## src/hdl/bcp_pkg.sv

```systemverilog
// constants, field layouts and types for the boost clock and phase control registers
package bcp_pkg;

  localparam int unsigned CLK_HZ = 20_000_000;

  // frame addresses
  localparam logic [5:0] ADDR_UNLOCK_REG = 6'h01;
  localparam logic [5:0] ADDR_CLK_PHASE  = 6'h03;
  localparam logic [5:0] ADDR_WDOG       = 6'h04;
  localparam int unsigned UNLOCK_BIT     = 1;
  localparam int unsigned WDOG_BIT       = 23;

  // layout of the clock and phase register, bit 23 down to 0
  typedef struct packed {
    logic [7:0] unused;
    logic [2:0] output_fault_filter_time;
    logic       dither_enable;
    logic [1:0] dither_deviation_sel;
    logic [1:0] dither_rate_sel;
    logic [2:0] switching_freq_sel;
    logic [1:0] phase_count_sel;
    logic [1:0] phase_disable;
    logic       parity;
  } bcp_cfg_s;

  localparam logic [2:0] FILT_DEF  = 3'h0;
  localparam logic [1:0] FDEV_DEF  = 2'h0;
  localparam logic [1:0] FMOD_DEF  = 2'h3;
  localparam logic [2:0] FREQ_DEF  = 3'h3;
  localparam logic [1:0] NPH_DEF   = 2'h0;
  localparam logic [1:0] DIS_DEF   = 2'h0;
  localparam logic [2:0] CODE_RSVD = 3'h6;

  // filter times in microseconds
  localparam int unsigned FILT_US_0 = 500;
  localparam int unsigned FILT_US_1 = 10;
  localparam int unsigned FILT_US_2 = 50;
  localparam int unsigned FILT_US_3 = 100;
  localparam int unsigned FILT_US_4 = 300;
  localparam int unsigned FILT_US_5 = 800;
  localparam int unsigned FILT_US_7 = 2000;
  localparam int unsigned CYC_PER_US = CLK_HZ / 1_000_000;

  // switching frequencies in units of 10 Hz
  localparam int unsigned FREQ_0 = 10101;
  localparam int unsigned FREQ_1 = 15152;
  localparam int unsigned FREQ_2 = 19608;
  localparam int unsigned FREQ_3 = 25641;
  localparam int unsigned FREQ_4 = 30303;
  localparam int unsigned FREQ_5 = 41667;
  localparam int unsigned FREQ_7 = 47619;
  localparam logic [7:0] PER_0 = 8'((CLK_HZ / 10) / FREQ_0);
  localparam logic [7:0] PER_1 = 8'((CLK_HZ / 10) / FREQ_1);
  localparam logic [7:0] PER_2 = 8'((CLK_HZ / 10) / FREQ_2);
  localparam logic [7:0] PER_3 = 8'((CLK_HZ / 10) / FREQ_3);
  localparam logic [7:0] PER_4 = 8'((CLK_HZ / 10) / FREQ_4);
  localparam logic [7:0] PER_5 = 8'((CLK_HZ / 10) / FREQ_5);
  localparam logic [7:0] PER_7 = 8'((CLK_HZ / 10) / FREQ_7);

  // dither: deviation step in percent, slowest modulation rate in units of 10 Hz
  localparam int unsigned DEV_STEP_PCT = 5;
  localparam int unsigned PCT_FULL     = 100;
  localparam int unsigned MOD_SLOW     = 195;
  localparam int unsigned MOD_SLOW_CYC = (CLK_HZ / 10) / MOD_SLOW;
  localparam logic [7:0]  LFSR_SEED    = 8'h5_A;

  // phase offsets in twelfths of a period
  localparam int unsigned TWELFTHS = 12;
  localparam logic [3:0] PH_0   = 4'h0;
  localparam logic [3:0] PH_90  = 4'h3;
  localparam logic [3:0] PH_120 = 4'h4;
  localparam logic [3:0] PH_180 = 4'h6;
  localparam logic [3:0] PH_240 = 4'h8;
  localparam logic [1:0] NPH_THREE = 2'h1;
  localparam logic [1:0] NPH_FOUR  = 2'h2;

  // watchdog period, no figure printed
  localparam int unsigned WD_PERIOD_US = 40000;

endpackage

```

## src/hdl/bcp_fault_filter.sv

```systemverilog
// persistence filter that raises the output fault flag
module bcp_fault_filter (
  input  wire logic        MCLK,
  input  wire logic        SRST,
  input  wire logic        armed,
  input  wire logic        fault,
  input  wire logic [15:0] limit,
  input  wire logic        clr,
  output logic             flag
);

  logic [15:0] cnt_reg;
  logic [15:0] cnt_next;
  logic        flag_reg;
  logic        hit;

  // count while the fault persists, restart when it drops
  assign hit      = armed && fault && (cnt_reg >= limit);
  assign cnt_next = (armed && fault && !hit) ? cnt_reg + 16'h0001 :
                    (armed && fault) ? cnt_reg : 16'h0000;
  assign flag     = flag_reg;

  // sticky flag, a new hit beats a clear
  always_ff @(posedge MCLK) begin
    if (SRST) begin
      cnt_reg  <= 16'h0000;
      flag_reg <= 1'b0;
    end else begin
      cnt_reg  <= cnt_next;
      flag_reg <= hit | (flag_reg & ~clr);
    end
  end

endmodule

```

## src/hdl/bcp_regs.sv

```systemverilog
// boost clock, dither, phase and watchdog control registers
module bcp_regs #(
  parameter int unsigned FILT_CYC_0  = bcp_pkg::FILT_US_0 * bcp_pkg::CYC_PER_US,
  parameter int unsigned FILT_CYC_4  = bcp_pkg::FILT_US_4 * bcp_pkg::CYC_PER_US,
  parameter int unsigned FILT_CYC_5  = bcp_pkg::FILT_US_5 * bcp_pkg::CYC_PER_US,
  parameter int unsigned FILT_CYC_7  = bcp_pkg::FILT_US_7 * bcp_pkg::CYC_PER_US,
  parameter int unsigned MOD_CYC     = bcp_pkg::MOD_SLOW_CYC,
  parameter int unsigned WD_CYC      = bcp_pkg::WD_PERIOD_US * bcp_pkg::CYC_PER_US
) (
  input  wire logic        MCLK,
  input  wire logic        SRST,
  input  wire logic        FRAME_STB,
  input  wire logic        FRAME_WR,
  input  wire logic [5:0]  FRAME_ADDR,
  input  wire logic [23:0] FRAME_DATA,
  output logic [23:0]      RD_DATA,
  output logic             RD_VALID,
  output logic             PARITY_ERR,
  input  wire logic        MASTER_SLAVE_ROLE,
  input  wire logic        ACTIVE_MODE,
  input  wire logic        POWER_GOOD,
  input  wire logic        OUT_FAULT,
  input  wire logic        OUT_FAIL_CLR,
  output logic             OUT_FAIL_FLAG,
  input  wire logic        WATCHDOG_FAILURE_FLAG_CLR,
  output logic             WATCHDOG_FAILURE_FLAG,
  output logic             LIMP_HOME,
  input  wire logic        SYNC_I,
  output logic             SYNC_O,
  output logic             SYNC_OE,
  output logic             PHASE_ONE,
  output logic             PHASE_TWO
);

  bcp_pkg::bcp_cfg_s cfg_reg;
  bcp_pkg::bcp_cfg_s cfg_next;
  bcp_pkg::bcp_cfg_s wr_cfg;
  logic        wd_bit_reg;
  logic        unlock_reg;
  logic        parity_ok;
  logic        wr_ok;
  logic        wr_unlock;
  logic        wr_cfg_hit;
  logic        wr_wd_hit;
  logic [23:0] rd_word;
  logic [23:0] rd_raw;
  logic [23:0] rd_data_reg;
  logic        rd_valid_reg;
  logic        perr_reg;

  // pin synchronisers
  logic [1:0]  pg_sync;
  logic [1:0]  flt_sync;
  logic [1:0]  sy_sync;
  logic        pg_seen_reg;

  // frame checks and address decode
  assign parity_ok  = ^FRAME_DATA;
  assign wr_ok      = FRAME_STB && FRAME_WR && parity_ok;
  assign wr_cfg     = bcp_pkg::bcp_cfg_s'(FRAME_DATA);
  assign wr_unlock  = wr_ok && (FRAME_ADDR == bcp_pkg::ADDR_UNLOCK_REG) &&
                      FRAME_DATA[bcp_pkg::UNLOCK_BIT];
  assign wr_cfg_hit = wr_ok && (FRAME_ADDR == bcp_pkg::ADDR_CLK_PHASE);
  assign wr_wd_hit  = wr_ok && (FRAME_ADDR == bcp_pkg::ADDR_WDOG);

  // reserved codes fall back to defaults, disable bits need unlock to set
  always_comb begin
    cfg_next = cfg_reg;
    if (wr_cfg_hit) begin
      cfg_next = wr_cfg;
      cfg_next.unused = 8'h00;
      cfg_next.parity = 1'b0;
      if (wr_cfg.output_fault_filter_time == bcp_pkg::CODE_RSVD) begin
        cfg_next.output_fault_filter_time = bcp_pkg::FILT_DEF;
      end
      if (wr_cfg.switching_freq_sel == bcp_pkg::CODE_RSVD) begin
        cfg_next.switching_freq_sel = bcp_pkg::FREQ_DEF;
      end
      // a clear always passes, a set needs the unlock frame just before
      cfg_next.phase_disable = wr_cfg.phase_disable &
                               (cfg_reg.phase_disable | {2{unlock_reg}});
    end
  end

  // read word with odd parity in bit 0
  assign rd_raw  = (FRAME_ADDR == bcp_pkg::ADDR_CLK_PHASE) ? 24'(cfg_reg) :
                   (FRAME_ADDR == bcp_pkg::ADDR_WDOG) ?
                   {wd_bit_reg, 23'h00_0000} : 24'h00_0000;
  assign rd_word = {rd_raw[23:1], ~(^rd_raw[23:1])};

  // register write, unlock tracking and read answer
  always_ff @(posedge MCLK) begin
    if (SRST) begin
      cfg_reg      <= '{unused: 8'h00, output_fault_filter_time: bcp_pkg::FILT_DEF,
                        dither_enable: 1'b0, dither_deviation_sel: bcp_pkg::FDEV_DEF,
                        dither_rate_sel: bcp_pkg::FMOD_DEF,
                        switching_freq_sel: bcp_pkg::FREQ_DEF,
                        phase_count_sel: bcp_pkg::NPH_DEF,
                        phase_disable: bcp_pkg::DIS_DEF, parity: 1'b0};
      wd_bit_reg   <= 1'b0;
      unlock_reg   <= 1'b0;
      rd_data_reg  <= 24'h00_0000;
      rd_valid_reg <= 1'b0;
      perr_reg     <= 1'b0;
    end else begin
      cfg_reg      <= cfg_next;
      if (wr_wd_hit) begin
        wd_bit_reg <= FRAME_DATA[bcp_pkg::WDOG_BIT];
      end
      // any frame, read or bad parity too, uses up the unlock
      if (FRAME_STB) begin
        unlock_reg <= wr_unlock;
      end
      rd_valid_reg <= FRAME_STB && !FRAME_WR && parity_ok;
      if (FRAME_STB && !FRAME_WR && parity_ok) begin
        rd_data_reg <= rd_word;
      end
      perr_reg     <= FRAME_STB && !parity_ok;
    end
  end

  assign RD_DATA    = rd_data_reg;
  assign RD_VALID   = rd_valid_reg;
  assign PARITY_ERR = perr_reg;

  // two flip-flops on the power good, output fault and sync inputs
  always_ff @(posedge MCLK) begin
    if (SRST) begin
      pg_sync     <= 2'b00;
      flt_sync    <= 2'b00;
      sy_sync     <= 2'b00;
      pg_seen_reg <= 1'b0;
    end else begin
      pg_sync     <= {pg_sync[0], POWER_GOOD};
      flt_sync    <= {flt_sync[0], OUT_FAULT};
      sy_sync     <= {sy_sync[0], SYNC_I};
      pg_seen_reg <= pg_seen_reg | pg_sync[1];
    end
  end

  // output fault filter time select
  logic [15:0] filt_limit;
  assign filt_limit =
    (cfg_reg.output_fault_filter_time == 3'h1) ? 16'(bcp_pkg::FILT_US_1 * bcp_pkg::CYC_PER_US) :
    (cfg_reg.output_fault_filter_time == 3'h2) ? 16'(bcp_pkg::FILT_US_2 * bcp_pkg::CYC_PER_US) :
    (cfg_reg.output_fault_filter_time == 3'h3) ? 16'(bcp_pkg::FILT_US_3 * bcp_pkg::CYC_PER_US) :
    (cfg_reg.output_fault_filter_time == 3'h4) ? 16'(FILT_CYC_4) :
    (cfg_reg.output_fault_filter_time == 3'h5) ? 16'(FILT_CYC_5) :
    (cfg_reg.output_fault_filter_time == 3'h7) ? 16'(FILT_CYC_7) :
    16'(FILT_CYC_0);

  bcp_fault_filter u_filter (
    .MCLK  (MCLK),
    .SRST  (SRST),
    .armed (pg_seen_reg),
    .fault (flt_sync[1]),
    .limit (filt_limit),
    .clr   (OUT_FAIL_CLR),
    .flag  (OUT_FAIL_FLAG)
  );

  // watchdog: toggle of the refresh bit restarts the timer
  logic [19:0] wd_cnt_reg;
  logic        watchdog_failure_flag_reg;
  logic        wd_refresh;
  logic        wd_expire;
  assign wd_refresh = wr_wd_hit && (FRAME_DATA[bcp_pkg::WDOG_BIT] != wd_bit_reg);
  assign wd_expire  = ACTIVE_MODE && !wd_refresh && (wd_cnt_reg >= 20'(WD_CYC - 1));

  always_ff @(posedge MCLK) begin
    if (SRST) begin
      wd_cnt_reg  <= 20'h0_0000;
      watchdog_failure_flag_reg <= 1'b0;
    end else begin
      // timer idles outside active mode and restarts after an expiry
      if (!ACTIVE_MODE || wd_refresh || wd_expire) begin
        wd_cnt_reg <= 20'h0_0000;
      end else begin
        wd_cnt_reg <= wd_cnt_reg + 20'h0_0001;
      end
      watchdog_failure_flag_reg <= wd_expire | (watchdog_failure_flag_reg & ~WATCHDOG_FAILURE_FLAG_CLR);
    end
  end

  assign WATCHDOG_FAILURE_FLAG = watchdog_failure_flag_reg;
  assign LIMP_HOME             = watchdog_failure_flag_reg;

  // base period and dither amplitude
  logic [7:0]  base_per;
  logic [7:0]  max_dev;
  logic [15:0] dev_prod;
  assign base_per =
    (cfg_reg.switching_freq_sel == 3'h0) ? bcp_pkg::PER_0 :
    (cfg_reg.switching_freq_sel == 3'h1) ? bcp_pkg::PER_1 :
    (cfg_reg.switching_freq_sel == 3'h2) ? bcp_pkg::PER_2 :
    (cfg_reg.switching_freq_sel == 3'h4) ? bcp_pkg::PER_4 :
    (cfg_reg.switching_freq_sel == 3'h5) ? bcp_pkg::PER_5 :
    (cfg_reg.switching_freq_sel == 3'h7) ? bcp_pkg::PER_7 :
    bcp_pkg::PER_3;
  assign dev_prod = 16'(base_per * 16'(bcp_pkg::DEV_STEP_PCT) *
                    (16'(cfg_reg.dither_deviation_sel) + 16'h0001));
  assign max_dev  = 8'(dev_prod / 16'(bcp_pkg::PCT_FULL));

  // random offset refreshed at the modulation rate
  logic [7:0]  lfsr_reg;
  logic [13:0] mod_cnt_reg;
  logic [13:0] mod_len;
  logic        mod_tick;
  logic [15:0] ofs_prod;
  logic [8:0]  dith_ofs;
  logic [8:0]  dith_ofs_reg;
  assign mod_len  = 14'(MOD_CYC >> cfg_reg.dither_rate_sel);
  assign mod_tick = (mod_cnt_reg >= mod_len - 14'h0001);
  assign ofs_prod = 16'(max_dev) * 16'(lfsr_reg);                    // full product width
  // offset spans minus the peak deviation to just under plus it
  assign dith_ofs = 9'(ofs_prod >> 7) - {1'b0, max_dev};

  always_ff @(posedge MCLK) begin
    if (SRST) begin
      lfsr_reg     <= bcp_pkg::LFSR_SEED;
      mod_cnt_reg  <= 14'h0000;
      dith_ofs_reg <= 9'h000;
    end else begin
      mod_cnt_reg <= mod_tick ? 14'h0000 : mod_cnt_reg + 14'h0001;
      if (mod_tick) begin
        lfsr_reg     <= {lfsr_reg[6:0], lfsr_reg[7] ^ lfsr_reg[5] ^ lfsr_reg[4] ^ lfsr_reg[3]};
        dith_ofs_reg <= cfg_reg.dither_enable ? dith_ofs : 9'h000;
      end
    end
  end

  // switching clock counter, period latched at each wrap
  logic [7:0] per_reg;
  logic [7:0] cnt_reg;
  logic [7:0] per_next;
  assign per_next = cfg_reg.dither_enable ? 8'(9'(base_per) + dith_ofs_reg) : base_per;

  always_ff @(posedge MCLK) begin
    if (SRST) begin
      per_reg <= bcp_pkg::PER_3;
      cnt_reg <= 8'h00;
    end else if (cnt_reg >= per_reg - 8'h01) begin
      cnt_reg <= 8'h00;
      per_reg <= per_next;
    end else begin
      cnt_reg <= cnt_reg + 8'h01;
    end
  end

  // square wave delayed by k twelfths of the running period
  function automatic logic wave(input logic [7:0] cnt, input logic [7:0] per,
                                input logic [3:0] k);
    logic [11:0] off;
    logic [7:0]  pos;
    // widen before the product, eight bits would wrap
    off = (12'(per) * 12'(k)) / 12'(bcp_pkg::TWELFTHS);
    pos = (cnt >= off[7:0]) ? cnt - off[7:0] : 8'(cnt + per - off[7:0]);
    return pos < (per >> 1);
  endfunction

  // phase placement by role and phase count
  logic is_slave;
  logic m_one;
  logic m_two;
  logic m_sync;
  logic s_one;
  logic s_two;
  assign is_slave = MASTER_SLAVE_ROLE;
  assign m_one  = wave(cnt_reg, per_reg, bcp_pkg::PH_0);
  assign m_two  = (cfg_reg.phase_count_sel == bcp_pkg::NPH_THREE) ?
                  wave(cnt_reg, per_reg, bcp_pkg::PH_120) :
                  wave(cnt_reg, per_reg, bcp_pkg::PH_180);
  assign m_sync = (cfg_reg.phase_count_sel == bcp_pkg::NPH_THREE) ?
                  wave(cnt_reg, per_reg, bcp_pkg::PH_240) :
                  (cfg_reg.phase_count_sel == bcp_pkg::NPH_FOUR) ?
                  wave(cnt_reg, per_reg, bcp_pkg::PH_90) : m_one;
  assign s_one  = sy_sync[1];
  assign s_two  = (cfg_reg.phase_count_sel == bcp_pkg::NPH_THREE) ? 1'b0 : ~sy_sync[1];

  // registered drive outputs gated by the disable bits
  logic ph1_reg;
  logic ph2_reg;
  logic sync_reg;
  always_ff @(posedge MCLK) begin
    if (SRST) begin
      ph1_reg  <= 1'b0;
      ph2_reg  <= 1'b0;
      sync_reg <= 1'b0;
    end else begin
      ph1_reg  <= (is_slave ? s_one : m_one) & ~cfg_reg.phase_disable[0];
      ph2_reg  <= (is_slave ? s_two : m_two) & ~cfg_reg.phase_disable[1];
      sync_reg <= m_sync & ~is_slave;
    end
  end

  // gate drive pins, sync pin driven only as master
  assign PHASE_ONE = ph1_reg;
  assign PHASE_TWO = ph2_reg;
  assign SYNC_O    = sync_reg;
  assign SYNC_OE   = ~is_slave;

endmodule

```

## config.mk

```make
export PLATFORM = sky130hd
export DESIGN_NAME = bcp_regs
export DESIGN_NICKNAME = d
export VERILOG_FILES = /design/src/hdl/bcp_pkg.sv /design/src/hdl/bcp_fault_filter.sv /design/src/hdl/bcp_regs.sv
export SDC_FILE = /design/constraint.sdc
export NUM_CORES = 1
export LEC_CHECK = 0
export BUFFER_PORTS_ARGS = -buffer_cell sky130_fd_sc_hd__buf_2
export CAP_MARGIN = 20
export CELL_PAD_IN_SITES_DETAIL_PLACEMENT = 0
export CELL_PAD_IN_SITES_GLOBAL_PLACEMENT = 1
export CORE_ASPECT_RATIO = 0.7
export CORE_MARGIN = 2
export CORE_UTILIZATION = 52
export CTS_CLUSTER_SIZE = 14
export DETAILED_ROUTE_END_ITERATION = 12
export GPL_TIMING_DRIVEN = 0
export PLACE_DENSITY = 0.89
export SYNTH_ARGS = -nofsm -noshare
export SYNTH_HDL_FRONTEND = slang
export SYNTH_HIERARCHICAL = 1
export SYNTH_SLANG_ARGS = --single-unit
```

## constraint.sdc

```tcl
create_clock -name MCLK -period 26.3 [get_ports MCLK]
set_input_delay 2.63 -clock MCLK [delete_from_list [all_inputs] [get_ports MCLK]]
set_output_delay 2.63 -clock MCLK [all_outputs]
set_load 0.1 [all_outputs]
```

; ---- After elaboration in Yosys (flattened, before gate mapping)
; Index checks and enable logic that the tools add are counted.
; W data, S select, Z words.
[classes]
add_sub_neg = 18
n_mul = 5
n_div = 5
n_lt_le_gt_ge = 14
n_eq_ne = 20
shifts = 1
muxes = 31
n_bitwise = 20
reduce_logical = 28
[ops]
columns = operator, n
row1 = $mux W16, 8
row2 = $mux W8, 9
row3 = $sub A8 B8 Y8, 9
row4 = $mux W24, 2
row5 = $ge A8 B8 Y1, 5
row6 = $lt A8 B7 Y1, 5
row7 = $mux W7, 4
row8 = $div A10 B4 Y12 const B, 2
row9 = $div A11 B4 Y12 const B, 2
row10 = $eq A3 B3 Y1 const B, 8
row11 = $reduce_xor A24 Y1, 1
row12 = $reduce_xor A23 Y1, 1
row13 = $add A20 B1 Y20 const B, 1
row14 = $ge A20 B20 Y1 const B, 1
row15 = $mul A8 B2 Y10 const B, 2
row16 = $add A16 B1 Y16 const B, 1
row17 = $add A8 B8 Y8, 2
row18 = $div A16 B7 Y16 const B, 1
row19 = $ge A16 B16 Y1, 1
row20 = $logic_and A1 B1 Y1, 15
row21 = $mul A8 B8 Y15, 1
row22 = $add A14 B1 Y14 const B, 1
row23 = $ge A14 B14 Y1, 1
row24 = $mul A11 B3 Y14, 1
row25 = 28 further kinds, 58
[totals]
reg_bits = 137
input_bits = 41
output_inout_bits = 33
word_cells = 170

; ---- Longest topological paths before layout
[logic_depth]
ltp_word = 13
ltp_mapped = 65
mapped_depth_nobuf = 59

; ---- By module
; The synthesis kept the hierarchy.
[by_module_without_submodules]
columns = module, instances, cells_each, area_each_um2, seq_area_each_um2
row1 = bcp_regs, 1, 2190, 16562.1, 2262.2
row2 = bcp_fault_filter, 1, 146, 1222.4, 340.3

; ---- Worst setup path after synthesis
; Ideal clock, no wire load.
[synth_timing]
path_type = reg2reg
startpoint = register cfg_reg[7] (netlist bit)
endpoint = register dith_ofs_reg[7]
setup_ns = 0.122
arrival_time_ns = 12.628
required_time_ns = 26.178
path_slack_ns = 13.549
stages_incl_launch_ff = 57
path_buffers = 3
synth_period_minus_slack_ns = 12.751
cell_sequence = dfxtp_1 > clkbuf_1 > nand2b_1 > nor2_1 > inv_1 > ha_1 > ha_1 > inv_1 > fa_1 > o21bai_1 > a31oi_1 > xnor2_1 > nand2b_1 > fa_1 > inv_1 > ha_1 > buf_4 > and3_1 > [... 21 more ...] > fa_1 > inv_1 > ha_1 > nand3_1 > a311o_2 > o31ai_4 > and2_1 > nor2_1 > ha_1 > a21o_1 > a21o_1 > a21o_1 > a21o_1 > a21oi_1 > xnor2_1 > xnor2_1 > a211oi_1 > nand3b_1
[synth_via]
elab_chain_len = 13
elab_cells_between_ends = 18
classes_between = 1 x add/sub / 3 x mul / 1 x div / 5 x eq/ne / 7 x mux / 1 x reduce/logical
[synth_lines]
columns = element, line_no
row1 = start: declaration, bcp_regs.sv:35  ; bcp_pkg::bcp_cfg_s cfg_reg;
row2 = start signal: assignment, bcp_regs.sv:94  ; cfg_reg <= '{unused: 8'h00, output_fault_filter_time: bcp_pkg::FILT_DEF,
row3 = start signal: assignment, bcp_regs.sv:106  ; cfg_reg <= cfg_next;
row4 = $eq A3 B3 Y1, bcp_regs.sv:198  ; (cfg_reg.switching_freq_sel == 3'h7) ? bcp_pkg::PER_7 :
row5 = $mux W7, bcp_regs.sv:198
row6 = $mux W7, bcp_regs.sv:197  ; (cfg_reg.switching_freq_sel == 3'h5) ? bcp_pkg::PER_5 :
row7 = $mux W7, bcp_regs.sv:196  ; (cfg_reg.switching_freq_sel == 3'h4) ? bcp_pkg::PER_4 :
row8 = $mux W7, bcp_regs.sv:195  ; (cfg_reg.switching_freq_sel == 3'h2) ? bcp_pkg::PER_2 :
row9 = $mux W8, bcp_regs.sv:194  ; (cfg_reg.switching_freq_sel == 3'h1) ? bcp_pkg::PER_1 :
row10 = $mux W8 (*), bcp_regs.sv:193  ; (cfg_reg.switching_freq_sel == 3'h0) ? bcp_pkg::PER_0 :
row11 = $mul A8 B3 Y11 (*), bcp_regs.sv:200  ; assign dev_prod = 16'(base_per * 16'(bcp_pkg::DEV_STEP_PCT) *
row12 = $mul A11 B3 Y14 (*), bcp_regs.sv:200
row13 = $div A16 B7 Y16 (*), bcp_regs.sv:202  ; assign max_dev = 8'(dev_prod / 16'(bcp_pkg::PCT_FULL));
row14 = $mul A8 B8 Y15, bcp_regs.sv:214  ; assign ofs_prod = 16'(max_dev) * 16'(lfsr_reg);
row15 = $sub A8 B8 Y8 (*), bcp_regs.sv:216  ; assign dith_ofs = 9'(ofs_prod >> 7) - {1'b0, max_dev};
row16 = $mux W8 (*), bcp_regs.sv:227  ; dith_ofs_reg <= cfg_reg.dither_enable ? dith_ofs : 9'h000;
row17 = end signal: assignment, bcp_regs.sv:227
row18 = end: declaration, bcp_regs.sv:211  ; logic [8:0] dith_ofs_reg;
; Mark *: on every way between the ends. The rest lies on a longest branch, timed or not.
; A chain may end at the register's enable or synchronous reset.

; ---- Worst setup path after layout
; Ends and elaborated chain as after synthesis.

==> impl_metrics.yaml <==
run_status:
  status: "complete, no violations"
drt:
  drtPass1Iterations: 6
  routed_wl_um: 51170
  via_per_inst: 5.996
  ant_nets: 0
  wl_per_cell_um: 17.75
  drt_iter0_drc: 1437
  vias: 17280
  drcViolationCount: 0
pwr:
  p_int_w: 0.0004567
  p_switching_w: 0.0002692
  pwr-share-seq: 0.281
  max-vdd-ir-drop_mv: 0.05913
  finalPower_w: 0.0007259
  p_per_area_mw_per_mm2: 37.65
  clock_power_share: 0.309
  p_sw_frac: 0.3708
  comb_power_share: 0.410
  leakagePower_nw: 8.467
sta:
  slew_headroom: 0.2918
  setup_viol: 0
  finClkSkew_ps: 8.882
  worst_slew_pin_slew_ps: 1055
  fmax_ghz: 0.06613
  worst_slack_ps: 11180
  tns_ps: 0
  fin_crit_ps: 15120
  rsz0062_at_grt: "false"
  fin_crit_sh: 0.5750
  drv_slew: 0
  timing.hold.ws_ps: 434.0
  hold_viol: 0
placement:
  post_dp_cell_area_mm2: 0.01870
  post-place-ws_ps: 11490
  dpl.hpwl_um: 40500
  io_buffers: 65
  gp_congestion: 0.9501
clocking:
  cts_root_buffer: "clkbuf_16"
  path_clk_slew_ps: 60
  cts_setup_buffers: 0
  numCtsBuffers: 17
  cts.sink_count: 130
  clock_latency_ps: 420
  cts_buffer_depth: 2
  cts_resized: 0
  ctsHoldBuffers: 0
  cts.htree.levels: 4
  cts_tree: "built"
yosys:
  synth.most_common_cell: "ha_1"
  avgSynthCellArea_um2: 7.613
  synth_warnings: 6
  synthSimpleGateAreaFrac: 0.2251
  netlist_area_mm2: 0.01778
  synth_edf_count: 0
  synthMuxAreaShare: 0.01421
  ys_types: 105
  synth_fa_ha_area_frac: 0.2208
  synth_area_leaders: "ha_1 16%, dfxtp_1 15%, xnor2_1 7.1%"
  synthTopCellsByCount: "221 x ha_1, 214 x nor2_1, 207 x nand2_1, 173 x a21oi_1, 154 x inv_1"
  synth-seq-area-share: 0.1463
  ys.flop_type: "dfxtp_1"
  synth_top_family_by_area: "compound AO/OA/AOI/OAI gates"
  synth.top_cell.area_share: 0.1555
  synthArstFlopShare: 0
  yosys.area.top_type: "ha_1"
  synth_compound_area_frac: 0.2367
  synth-xor-area-share: 0.09878
  ys_ff_latch: 130
  syn_inst: 2336
hold_path:
  hold_class: "flop to flop"
final_layout:
  multiInputGateArea_mm2: 0.01419
  n_fill_cell: 3177
  area_delta_synth_final_pct: 8.414
  largest_reg_flops: 20
  fin_area_mm2: 0.01928
  drive_above_1_share: 0.07280
  layout.nets: 2751
  seq_area_mm2: 0.002603
floorplanning:
  die_y_um: 158.7
  rows: 56
  dieArea_mm2: 0.03572
  core_area_mm2: 0.03356
  start_util: 0.5299
  ioPinCount: 74
  fp.dieW_um: 225.0
setup_path:
  startpoint_type: "flop"
  reg2reg_slack_ps: 11180
  worst_ep_required_time_ps: 26650
  cpPeakStageDelay_ps: 630
  timing_worst_setup_path_type: "flop to flop"
  end_kind: "flop"
  critPathMostFrequentCell: "fa_1"
  slowest_stage: "o221ai_1"
  path_max_fanout: 10
  cp_data_arrival_time_ps: 15480
grt:
  met2_usage: 0.4230
  grt_use_met1: 0.4314
  grt_pass1_vias: 15900
  antenna_found_initial: 3
  grt_start_max_net_pins: 18
  grt_use_met3: 0.03756
  grt.busiest_layer: "met1"
  grt_pass1_wl_um: 83210
  grtUsageTotal: 0.2842
  overflow: 0
flow_run:
  cap_violations: 0
## cell families after synthesis
group,after synthesis
AOI/OAI and AO/OA,627
adders and majority gates,280
and+or+nand+nor,816
xor gates and xnor gates,199
DFF,130
muxes,25
other,2
buffers and inverters,257
## metrics by stage
| stage | std cells | util |
|---|---|---|
| finish | 2882 | 0.5745 |
| global route | 2882 | 0.5745 |
| detailed placement | 2847 | 0.5572 |
| CTS | 2879 | 0.5739 |
| global placement | 2846 | 0.5569 |
| floorplan | 2346 | - |
## final timing paths
check | end | cells past startpoint | startpoint
max | dith_ofs_reg[7]$_SDFFE_PP0P_ | 57 | cfg_reg[7]$_SDFFE_PP0P_
min | sy_sync[1]$_SDFF_PP0_ | 1 | sy_sync[0]$_SDFF_PP0_
max reg2reg | dith_ofs_reg[7]$_SDFFE_PP0P_ | 57 | cfg_reg[7]$_SDFFE_PP0P_
min reg2reg | sy_sync[1]$_SDFF_PP0_ | 1 | sy_sync[0]$_SDFF_PP0_
## worst max-delay path: cells and delay by family, from the launching register on
| family | cells | cell delay (ps) |
|---|---|---|
| compound gates | 20 | 5190 |
| xor+xnor | 3 | 550 |
| fa+ha+maj | 11 | 4490 |
| buf+inv | 8 | 1500 |
| flops | 1 | 290 |
| simple gates | 15 | 2990 |
## placed cells by master, fill, tap and decap left out, drive strengths merged, types with 30 or more instances in the layout
cell	netlist	layout
o211ai	30	30
and2	52	52
nor3	40	40
buf	20	86
nand3	84	84
nand2	207	207
a211oi	32	32
a21oi	175	175
fa	57	57
xnor2	145	145
nor2b	41	41
dfxtp	130	130
o21ai	147	147
xor2	53	53
ha	221	221
clkbuf	78	95
a21o	46	46
inv	156	159
nand2b	63	63
nor2	215	215
## final cells by class
class                      instances  area share
inverter                         159     0.03095
tap                              435     0.02823
buffer                            98     0.02232
clock buffer                      17     0.02206
timing repair buffer              67     0.01817
antenna                            2   0.0002596
multi-input combinational       1959      0.7361
clock inverter                    15    0.006944
sequential                       130      0.1350
## per-layer routing
| layer | share of wire | wire (um) |
|---|---|---|
| met4 | 0.019 | 966 |
| met5 | 0.00025 | 13 |
| met1 | 0.49 | 25210 |
| met3 | 0.071 | 3640 |
| met2 | 0.42 | 21340 |
## power by group through the flow
stage | logic (W) | clock network (W) | registers [W]
after global placement | 0.000284 | 0 | 0.000208
after floorplan | 0.000217 | 0 | 0.000219
after CTS | 0.000296 | 0.000226 | 0.000204
final | 0.000298 | 0.000224 | 0.000204
after global routing | 0.000332 | 0.000236 | 0.000204
after detailed placement | 0.000295 | 0 | 0.000208
Power figures use the tool's default switching activity.
